`src/rtl/vgc_pkg.sv`:
```
// Purpose: shared constants and types for the vbus guard and charger detect
// Assumes: 100 MHz clock, plain register port
// Notes: timing constants in their printed units, cycles derived
package vgc_pkg;
  localparam int CLK_MHZ = 100;
  localparam int CYC_PER_US = CLK_MHZ;
  localparam int ENGAGE_MIN_US = 500;
  localparam int ENGAGE_MAX_US = 1700;
  localparam int RELEASE_MIN_US = 3000;
  localparam int RELEASE_MAX_US = 6500;
  localparam int ALERT_US = 1000;
  localparam int DCD_MIN_MS = 40;
  localparam int DCD_MAX_MS = 150;
  localparam int STEP_MS = 80;
  // engage aims at 1.1 ms, inside 0.5 to 1.7 ms
  localparam int ENGAGE_CYC = (ENGAGE_MIN_US + ENGAGE_MAX_US) / 2 * CYC_PER_US;
  localparam int RELEASE_CYC = (RELEASE_MIN_US + RELEASE_MAX_US) / 2
                               * CYC_PER_US;
  localparam int ALERT_CYC = ALERT_US * CYC_PER_US;
  localparam int DCD_CYC = (DCD_MIN_MS + DCD_MAX_MS) / 2 * 1000 * CYC_PER_US;
  localparam int STEP_CYC = STEP_MS * 1000 * CYC_PER_US;

  localparam logic [3:0] REG_STATUS = 4'h0;
  localparam logic [3:0] REG_CONFIG = 4'h1;
  localparam logic [3:0] REG_DETCFG = 4'h2;
  localparam logic [7:0] READ_UNMAPPED = 8'hff;

  // config bits
  localparam int CFG_SW_EN = 0;
  localparam int CFG_SW_MANUAL_OPEN = 1;
  localparam int CFG_OVERRIDE = 2;
  localparam int CFG_MUX_A = 3;
  localparam int CFG_MUX_B = 4;
  localparam logic [7:0] CONFIG_RESET = 8'h08;
  // detection config bits
  localparam int DET_CDP_EN = 0;
  localparam int DET_SE1_EN = 1;
  localparam logic [7:0] DETCFG_RESET = 8'h00;

  localparam logic [2:0] CLS_NONE = 3'h0;
  localparam logic [2:0] CLS_DCP = 3'h1;
  localparam logic [2:0] CLS_CDP = 3'h2;
  localparam logic [2:0] CLS_SDP = 3'h3;
  localparam logic [2:0] CLS_SE1_LOW = 3'h4;
  localparam logic [2:0] CLS_SE1_HIGH = 3'h5;
  localparam logic [1:0] LINE_SE0 = 2'h0;

  // analog comparator results from the DP/DM front end
  typedef struct packed {
    logic contact;     // data contact seen
    logic shorted;     // DP and DM shorted
    logic reflected;   // DP voltage seen on DM
    logic pulldowns;   // both lines pulled down
    logic dpSe1;       // DP near 2.0 V
    logic dmSe1Low;    // DM near 2.0 V
    logic dmSe1High;   // DM near 2.7 V
    logic [1:0] lineLevel;
    logic dataVolt;    // raw data voltage comparator
  } vgc_line_t;

  typedef struct packed {
    logic dataSource;
    logic sinkEnable;
    logic pullupSource;
  } vgc_drive_t;
endpackage : vgc_pkg

```
`src/rtl/vgc_sync.sv`:
```
// Purpose: two-flop synchroniser, one per bit
// Assumes: sync reset active low
// Notes: first stage feeds only the second
`timescale 1ns/1ps
`default_nettype none
module vgc_sync #(
  parameter int WIDTH = 1
) (
  input wire logic clock,
  input wire logic rst_n,
  input wire logic [WIDTH-1:0] din,
  output logic [WIDTH-1:0] dout
);
  logic [WIDTH-1:0] meta;
  always_ff @(posedge clock) begin
    if (!rst_n) begin
      meta <= '0;
      dout <= '0;
    end else begin
      meta <= din;
      dout <= meta;
    end
  end
endmodule : vgc_sync
`default_nettype wire

```
`src/rtl/vgc_timer.sv`:
```
// Purpose: down counter that flags when a started interval runs out
// Assumes: start and stop are one-cycle requests
// Notes: done is a one-cycle pulse
`timescale 1ns/1ps
`default_nettype none
module vgc_timer #(
  parameter int WIDTH = 24
) (
  input wire logic clock,
  input wire logic rst_n,
  input wire logic start,
  input wire logic stop,
  input wire logic [WIDTH-1:0] load,
  output logic running,
  output logic done
);
  logic [WIDTH-1:0] count;
  always_ff @(posedge clock) begin
    if (!rst_n) begin
      count <= '0;
      running <= 1'b0;
      done <= 1'b0;
    end else begin
      done <= 1'b0;
      if (start) begin
        count <= load;
        running <= 1'b1;
      end else if (stop) begin
        running <= 1'b0;
      end else if (running) begin
        if (count <= 1) begin
          running <= 1'b0;
          done <= 1'b1;
        end else begin
          count <= count - 1'b1;
        end
      end
    end
  end
endmodule : vgc_timer
`default_nettype wire

```
`src/rtl/vbus_guard_charger_detect.sv`:
```
// Purpose: vbus protection switch control and automatic charger detection
// Assumes: comparator inputs are asynchronous, registers on a plain port
// Notes: undervoltage drop acts as the block's register reset too
`timescale 1ns/1ps
`default_nettype none
// Behaviour
// - switch opens while vbus under or over the lockout window
// - software may force the switch open and set its configuration by writes
// - dead-battery variant, sdp found: current limit stays until software sets both switch enable and override
// - dead-battery variant, other chargers: limit on during detection, off after it
// - dead-battery variant keeps data source voltage on DP while the sdp current limit holds
// - detection starts on its own once vbus rises past undervoltage
// - detected class written to status bits 7:5 at completion
// - shorted lines report dedicated charging port, code 001
// - DP reflected on DM reports code 010, only if cdp enable set
// - pull-downs on both lines report standard port, code 011
// - both lines near 2.0 V report code 100, only if se1 enabled
// - DP 2.0 V and DM 2.7 V report code 101, only if se1 enabled
// - alert output pulled low when detection completes
// - data voltage detect asserts only when line level is 00
// - both mux paths forced off during automatic detection
// - switch opens 0.5 to 1.7 ms after vbus leaves window
// - switch closes 3 to 6.5 ms after vbus returns to window
// - alert releases after about 1 ms or on status read
// - contact step times out after 40 to 150 ms, then continues
module vbus_guard_charger_detect
  import vgc_pkg::*;
#(
  parameter int ENGAGE_CYCLES = ENGAGE_CYC,
  parameter int RELEASE_CYCLES = RELEASE_CYC,
  parameter int ALERT_CYCLES = ALERT_CYC,
  parameter int DCD_CYCLES = DCD_CYC,
  parameter int STEP_CYCLES = STEP_CYC,
  parameter bit DEAD_BATTERY = 1'b1
) (
  input wire logic clock,
  input wire logic rst_n,
  input wire logic underVoltage,
  input wire logic overVoltage,
  input wire vgc_line_t lineIn,
  input wire logic [3:0] regAddr,
  input wire logic [7:0] regWdata,
  input wire logic regWrite,
  input wire logic regRead,
  output logic [7:0] regRdata,
  output logic switchClosed,
  output logic currentLimit,
  output logic muxPathA,
  output logic muxPathB,
  output vgc_drive_t lineDrive,
  output logic alert_n,
  output logic alertOe
);
  localparam int TW = 24;
  localparam int LW = $bits(vgc_line_t);

  typedef enum logic [6:0] {
    ST_IDLE = 7'b000_0001,
    ST_DCD = 7'b000_0010,
    ST_PRIMARY = 7'b000_0100,
    ST_SECONDARY = 7'b000_1000,
    ST_SE1 = 7'b001_0000,
    ST_DONE = 7'b010_0000,
    ST_READY = 7'b100_0000
  } vgc_state_t;

  logic [1:0] vbusSync;
  vgc_line_t line;
  vgc_sync #(.WIDTH(2)) uVbus (
    .clock(clock), .rst_n(rst_n),
    .din({underVoltage, overVoltage}), .dout(vbusSync)
  );
  vgc_sync #(.WIDTH(LW)) uLine (
    .clock(clock), .rst_n(rst_n), .din(lineIn), .dout(line)
  );

  logic under;
  logic outside;
  assign under = vbusSync[1];
  assign outside = vbusSync[1] | vbusSync[0];
  // block held while vbus is below undervoltage, except lockout, switch and synchroniser flops
  logic live_n;
  assign live_n = rst_n & ~under;

  // lockout with engage and release delays
  logic lockout;
  logic [TW-1:0] vloCount;
  always_ff @(posedge clock) begin
    if (!rst_n) begin
      lockout <= 1'b1;
      vloCount <= '0;
    end else if (lockout == outside) begin
      vloCount <= '0;
    end else if (lockout) begin
      if (vloCount >= TW'(RELEASE_CYCLES - 1)) begin
        lockout <= 1'b0;
        vloCount <= '0;
      end else begin
        vloCount <= vloCount + 1'b1;
      end
    end else begin
      if (vloCount >= TW'(ENGAGE_CYCLES - 1)) begin
        lockout <= 1'b1;
        vloCount <= '0;
      end else begin
        vloCount <= vloCount + 1'b1;
      end
    end
  end

  // registers
  logic [7:0] cfgReg;
  logic [7:0] detCfg;
  logic [2:0] chargerClass;
  vgc_state_t state;
  logic statusRead;
  assign statusRead = regRead && regAddr == REG_STATUS;

  always_ff @(posedge clock) begin
    if (!live_n) begin
      cfgReg <= CONFIG_RESET;
      detCfg <= DETCFG_RESET;
    end else if (regWrite) begin
      unique case (regAddr)
        REG_CONFIG: cfgReg <= regWdata;
        REG_DETCFG: detCfg <= regWdata;
        default: ;
      endcase
    end
  end

  logic dataVoltDetect;
  assign dataVoltDetect = line.dataVolt &&
                          line.lineLevel == LINE_SE0;

  // detection sequencer
  logic tStart;
  logic tStop;
  logic [TW-1:0] tLoad;
  logic tDone;
  vgc_timer #(.WIDTH(TW)) uStep (
    .clock(clock), .rst_n(live_n), .start(tStart), .stop(tStop),
    .load(tLoad), .running(), .done(tDone)
  );

  logic started;
  vgc_state_t next_state;
  logic [2:0] next_class;
  always_comb begin
    next_state = state;
    next_class = chargerClass;
    tStart = 1'b0;
    tStop = 1'b0;
    tLoad = TW'(STEP_CYCLES);
    unique case (state)
      ST_IDLE: begin
        if (!started) begin
          next_state = ST_DCD;
          tStart = 1'b1;
          tLoad = TW'(DCD_CYCLES);
        end
      end
      ST_DCD: begin
        if (line.contact || tDone) begin
          next_state = ST_PRIMARY;
          tStop = line.contact;
          tStart = 1'b1;
        end
      end
      ST_PRIMARY: begin
        if (tDone) begin
          tStart = 1'b1;
          if (dataVoltDetect || line.shorted) begin
            next_state = ST_SECONDARY;
          end else begin
            next_state = ST_SE1;
          end
        end
      end
      ST_SECONDARY: begin
        if (tDone) begin
          next_state = ST_DONE;
          if (line.shorted) begin
            next_class = CLS_DCP;
          end else if (line.reflected && detCfg[DET_CDP_EN]) begin
            next_class = CLS_CDP;
          end else begin
            next_class = CLS_NONE;
          end
        end
      end
      ST_SE1: begin
        if (tDone) begin
          next_state = ST_DONE;
          if (detCfg[DET_SE1_EN] && line.dpSe1 && line.dmSe1High) begin
            next_class = CLS_SE1_HIGH;
          end else if (detCfg[DET_SE1_EN] && line.dpSe1 && line.dmSe1Low) begin
            next_class = CLS_SE1_LOW;
          end else if (line.pulldowns) begin
            next_class = CLS_SDP;
          end else begin
            next_class = CLS_NONE;
          end
        end
      end
      ST_DONE: next_state = ST_READY;
      ST_READY: ;
      default: next_state = ST_IDLE;
    endcase
  end

  always_ff @(posedge clock) begin
    if (!live_n) begin
      state <= ST_IDLE;
      started <= 1'b0;
      chargerClass <= CLS_NONE;
    end else begin
      state <= next_state;
      chargerClass <= next_class;
      if (state == ST_IDLE) begin
        started <= 1'b1;
      end
    end
  end

  logic detecting;
  // idle counts too, so no mux path opens in the cycle after power-up
  assign detecting = state != ST_READY;

  // alert: low at completion, self-release or status read
  logic [TW-1:0] alertCount;
  always_ff @(posedge clock) begin
    if (!live_n) begin
      alert_n <= 1'b1;
      alertOe <= 1'b0;
      alertCount <= '0;
    end else if (state == ST_DONE) begin
      alert_n <= 1'b0;
      alertOe <= 1'b1;
      alertCount <= TW'(ALERT_CYCLES - 1);
    end else if (alertOe && (statusRead || alertCount == '0)) begin
      alert_n <= 1'b1;
      alertOe <= 1'b0;
    end else if (alertOe) begin
      alertCount <= alertCount - 1'b1;
    end
  end

  // switch, limit and mux outputs
  logic sdpHold;
  assign sdpHold = chargerClass == CLS_SDP && !(cfgReg[CFG_SW_EN] &&
                   cfgReg[CFG_OVERRIDE]);

  // switch obeys lockout timing and the manual open bit; a dip shorter than the engage time
  // must not open it, so the undervoltage hold does not reach this flop
  always_ff @(posedge clock) begin
    if (!rst_n) begin
      switchClosed <= 1'b0;
    end else begin
      // software can only open the switch, never defeat lockout
      switchClosed <= !lockout &&
                      !cfgReg[CFG_SW_MANUAL_OPEN];
    end
  end

  always_ff @(posedge clock) begin
    if (!live_n) begin
      currentLimit <= 1'b0;
    end else begin
      currentLimit <= DEAD_BATTERY &&
                      (detecting || sdpHold);
    end
  end

  always_ff @(posedge clock) begin
    if (!live_n) begin
      muxPathA <= 1'b0;
      muxPathB <= 1'b0;
    end else begin
      muxPathA <= cfgReg[CFG_MUX_A] && !detecting && !lockout;
      muxPathB <= cfgReg[CFG_MUX_B] && !detecting && !lockout;
    end
  end

  always_ff @(posedge clock) begin
    if (!live_n) begin
      lineDrive <= '0;
    end else begin
      lineDrive.pullupSource <= state == ST_DCD;
      lineDrive.dataSource <= state == ST_PRIMARY ||
                              (DEAD_BATTERY && sdpHold && state == ST_READY);
      lineDrive.sinkEnable <= state == ST_PRIMARY;
    end
  end

  // read port, data one cycle after strobe
  always_ff @(posedge clock) begin
    if (!live_n) begin
      regRdata <= '0;
    end else if (regRead) begin
      unique case (regAddr)
        REG_STATUS: regRdata <= {chargerClass, 1'b0, currentLimit,
                                 !switchClosed, 1'b0, !vbusSync[0]};
        REG_CONFIG: regRdata <= cfgReg;
        REG_DETCFG: regRdata <= detCfg;
        default: regRdata <= READ_UNMAPPED;
      endcase
    end else begin
      regRdata <= '0;
    end
  end
endmodule : vbus_guard_charger_detect
`default_nettype wire

```
`config.mk`:
```
export PLATFORM = sky130hd
export DESIGN_NAME = vbus_guard_charger_detect
export DESIGN_NICKNAME = d
export VERILOG_FILES = /design/src/rtl/vgc_pkg.sv /design/src/rtl/vgc_sync.sv /design/src/rtl/vgc_timer.sv /design/src/rtl/vbus_guard_charger_detect.sv
export SDC_FILE = /design/constraint.sdc
export NUM_CORES = 1
export LEC_CHECK = 0
export ABC_AREA = 1
export BUFFER_PORTS_ARGS = -buffer_cell sky130_fd_sc_hd__buf_2
export CORE_MARGIN = 3
export CORE_UTILIZATION = 45
export CTS_CLUSTER_DIAMETER = 50
export DETAILED_ROUTE_END_ITERATION = 6
export PLACE_DENSITY = 0.7
export RECOVER_POWER = 50
export SYNTH_ARGS = -nofsm -noshare
export SYNTH_HDL_FRONTEND = slang
export SYNTH_SLANG_ARGS = --single-unit
```
`constraint.sdc`:
```
create_clock -name clock -period 4.2 [get_ports clock]
set_clock_uncertainty 0.2 [all_clocks]
set_input_delay 0 -clock clock [delete_from_list [all_inputs] [get_ports clock]]
set_output_delay 0 -clock clock [all_outputs]
set_load 0.05 [all_outputs]
```
==> reports/qor.csv <==
stage,metric,value,unit
die,row cnt,44,
sta,WHS,0.0940,ns
clock_network,"Clk Latency, worst-skew pair",0.42,ns
clock_network,CTS buffer count,17,
synth,Cells after Synth,1032,
synth,Post-synth EDFFs,0,
final_layout,area of the multi-input gates,3460,um2
drt,via/cell ratio,4.90,
global_routing,vias in the first global route,6015,
synth,"Async S/R FF share, synth",0,%
worst_setup_path,CP max stage delay,0.60,ns
die,# IOs,45,
sta,final setup TNS,0,ns
die,Die Y,130,um
min_path,worst hold path class,in2reg,
drt,drt first-iter violations,520,
placement,DP Cell Count,1245,
synth,Ys Warns,0,
placement,PortBufs,44,
final_layout,post-route cell area,8270,um2
clock_network,TritonCTS clock tree,done,
die,core area,14800,um2
power,Seq pwr share,34.9,%
sta,worst rel slew slack,26.5,%
final_layout,fraction of layout cells with a size suffix above 1,8.44,%
power,Comb pwr share,32.7,%
synth,top-area cell type share of the netlist area,41.3,%
final_layout,ANT cells,0,
final_layout,P&R area growth vs syn,19.3,%
run,MaxCap Viol Count,0,
synth,synth top area cells,"dfxtp_1 (41%), nand2_1 (15%), nor2_1 (9.7%)",
power,Clk pwr share,32.5,%
clock_network,root buf cell,clkbuf_16,
final_layout,sequential cell area,2860,um2
final_layout,Fillers,1426,
power,maximum VDD drop,0.464,mV
die,Starting Density,46.8,%
clock_network,Setup Buffers After CTS,0,
outcome,status,"complete, no violations",
sta,fin crit share,78.4,%
synth,Post-synth top flop,dfxtp_1,
placement,placed cell areas,7280,um2
global_routing,All-Layer GR Usage,20.1,%
placement,Post-DP HPWL,11200,um
drt,wire per inst,12.2,um
sta,Final Max Tran Viols,0,
drt,Post-Route WL,16100,um
final_layout,# nets final,1158,
worst_setup_path,WP data required,4.36,ns
drt,Final ANT Viol Nets,0,
drt,DR DRC count,0,
power,P_leak,0.00385,uW
worst_setup_path,critical path class,in2reg,
clock_network,"Reg clk slew, reported paths",0.06,ns
global_routing,largest net degree at the start of global routing,36,
sta,Fmax,304,MHz
power,pwr dens,554,nW/um2
sta,Final Hold Viols,0,
synth,Mapped Avg Cell Area,6.71,um2
final_layout,Layout Cells excl Fill,1322,
placement,GPL Wtd Cong,0.917,
sta,Tmin final,3.29,ns
worst_setup_path,CP top delay family,buffers and inverters,
synth,top-count cell post-synth,nand2_1,
die,Die X,130,um
power,Switching Share,37.5,%
worst_setup_path,"Cell Chain, Critical Path",dlygate4sd3_1 > buf_2 > nor2_2 > dlygate4sd3_1 > nand2_2 > nor2_1 > nand2_2 > inv_1 > nand2_1 > a21oi_1 > dlygate4sd3_1,
sta,Worst Tran Pin Value,1.10,ns
worst_setup_path,type of element launching the critical path,primary input,
synth,#FFs+latches synth,143,
worst_setup_path,Crit-path slowest cell,dlygate4sd3_1,
sta,RSZ-0062 raised after global routing,no,
global_routing,Overflow after GRT,0,
worst_setup_path,Worst path most repeated cell,dlygate4sd3_1,
clock_network,maximum root-to-sink buffer count,2,
global_routing,first-pass GRT wire length,27600,um
sta,final setup violation count,0,
worst_setup_path,Setup crit end kind,flip-flop,
drt,drt first pass iters,7,
worst_setup_path,Crit Path Max Fanout,9,
clock_network,H-tree Lvls,4,
synth,Yosys cell types,38,
drt,via count,6472,
worst_setup_path,Worst EP arrival,3.46,ns
power,Pint,2870,uW
die,die footprint,16900,um2
synth,cell area after synthesis,6930,um2
global_routing,initial antenna violation count,0,
worst_setup_path,worst path bufs/invs,5,
synth,most instantiated cells after synthesis,"nand2_1 (279), nor2_1 (179), dfxtp_1 (143)",
synth,post-synth top area cell,dfxtp_1,
clock_network,Sinks on Clock Net,143,
power,Switch Pwr,1720,uW
synth,"Seq/Total Area, Yosys",41.3,%
cells in the final DEF (no fill, tap or decap), types with 2 or more instances in the layout:
cell             n
nand2_1        284
nor2_1         181
dfxtp_1        143
inv_1          115
nand3_1         83
a21oi_1         58
dlygate4sd3_1   45
buf_2           27
o21ai_0         22
xor2_1          19
clkbuf_1        18
xnor2_1         17
clkbuf_16       17
nor3_1          13
nand4_1         11
nor2_2          10
inv_2            9
a31oi_1          7
nor2_4           5
o21ai_1          5
ha_1             5
clkinvlp_4       5
conb_1           5
nand2_2          4
inv_6            3
nand3_2          2
nand2_4          2
clkinv_1         2
or2_2            2
nor4_1           2
clkinv_4         2
bufinv_16        2
registers in the layout, indices dropped and copies added (netlist names), 2 cells and up:
register / cells
detCfg: 8
uVbus.meta: 2
lineDrive: 3
uLine.dout: 10
uVbus.dout: 2
regRdata: 8
cfgReg: 8
uLine.meta: 10
chargerClass: 3
alertCount: 24
state: 7
vloCount: 24
uStep.count: 24
layout make-up:
| cell class | instances | share of cell area [%] |
|---|---|---|
| inverter | 126 | 5.72 |
| clock buffer | 18 | 5.19 |
| sequential | 143 | 34.6 |
| tap | 184 | 2.79 |
| multi-input combinational | 747 | 41.8 |
| timing repair buffer | 90 | 7.95 |
| clock inverter | 14 | 1.91 |
stage by stage:
| stage | util [%] | setup slack, ns | total power [uW] |
|---|---|---|---|
| finish | 55.8 | 0.907 | 4580 |
| global route | 55.8 | 0.683 | 4910 |
| CTS | 56.2 | 1.05 | 4620 |
| detailed placement | 49.2 | 1.50 | 3090 |
| global placement | 49.2 | 1.58 | 3070 |
| floorplan | - | 2.49 | 2830 |
cells by family (layout without fill, tap and decap cells):
family	Yosys count	after routing	synth area share [%]
flops	143	143	41.3
compound gates	99	99	7.57
xor+xnor	36	36	4.55
other cells	1	5	0.0541
fa+ha+maj	5	5	0.903
buf+inv	146	248	8.51
simple gates	602	602	37.1
what timing repair did:
item,4_1_cts,5_1_grt
endpoints found under the hold margin,51,0
hold buffers,45,0
gates resized for setup,0,0
layer usage:
layer	wire, um	up-vias	track usage, %
met5	0	-	0
met4	185	0	4.95
met3	634	17	4.71
met2	7460	136	33.5
met1	7800	2897	26.4
li1	-	3422	-
power by group through the flow:
stage                     clock network [uW]  registers, uW  logic, uW
after floorplan                            0           1610       1220
after global placement                     0           1620       1450
after detailed placement                   0           1620       1470
after CTS                               1520           1600       1510
after global routing                    1580           1610       1720
final                                   1490           1600       1500
worst register-to-register path: stages (launching register included):
cell	delay [ns]
dfxtp_1	0.37
inv_1	0.09
nand2_1	0.11
nor2_4	0.07
nand3_1	0.13
nand2_1	0.17
nor2_1	0.87
nand2_1	0.37
inv_1	0.26
o21ai_0	0.12
nor2_1	0.09
worst paths after layout:
path,to,cells past startpoint,slack (ns),from
setup reg to reg,uStep.count[7]$_SDFFE_PN0P_,10,1.30,state[4]$_SDFFE_PN0P_
hold / removal,regRdata[6]$_SDFF_PN0_,5,0.09,regAddr[3]
hold reg to reg,uLine.dout[2]$_SDFF_PN0_,2,0.21,uLine.meta[2]$_SDFF_PN0_
setup / recovery,cfgReg[6]$_SDFFE_PN0P_,11,0.91,regAddr[2]
No activity file was read; power rests on OpenSTA's default activity.
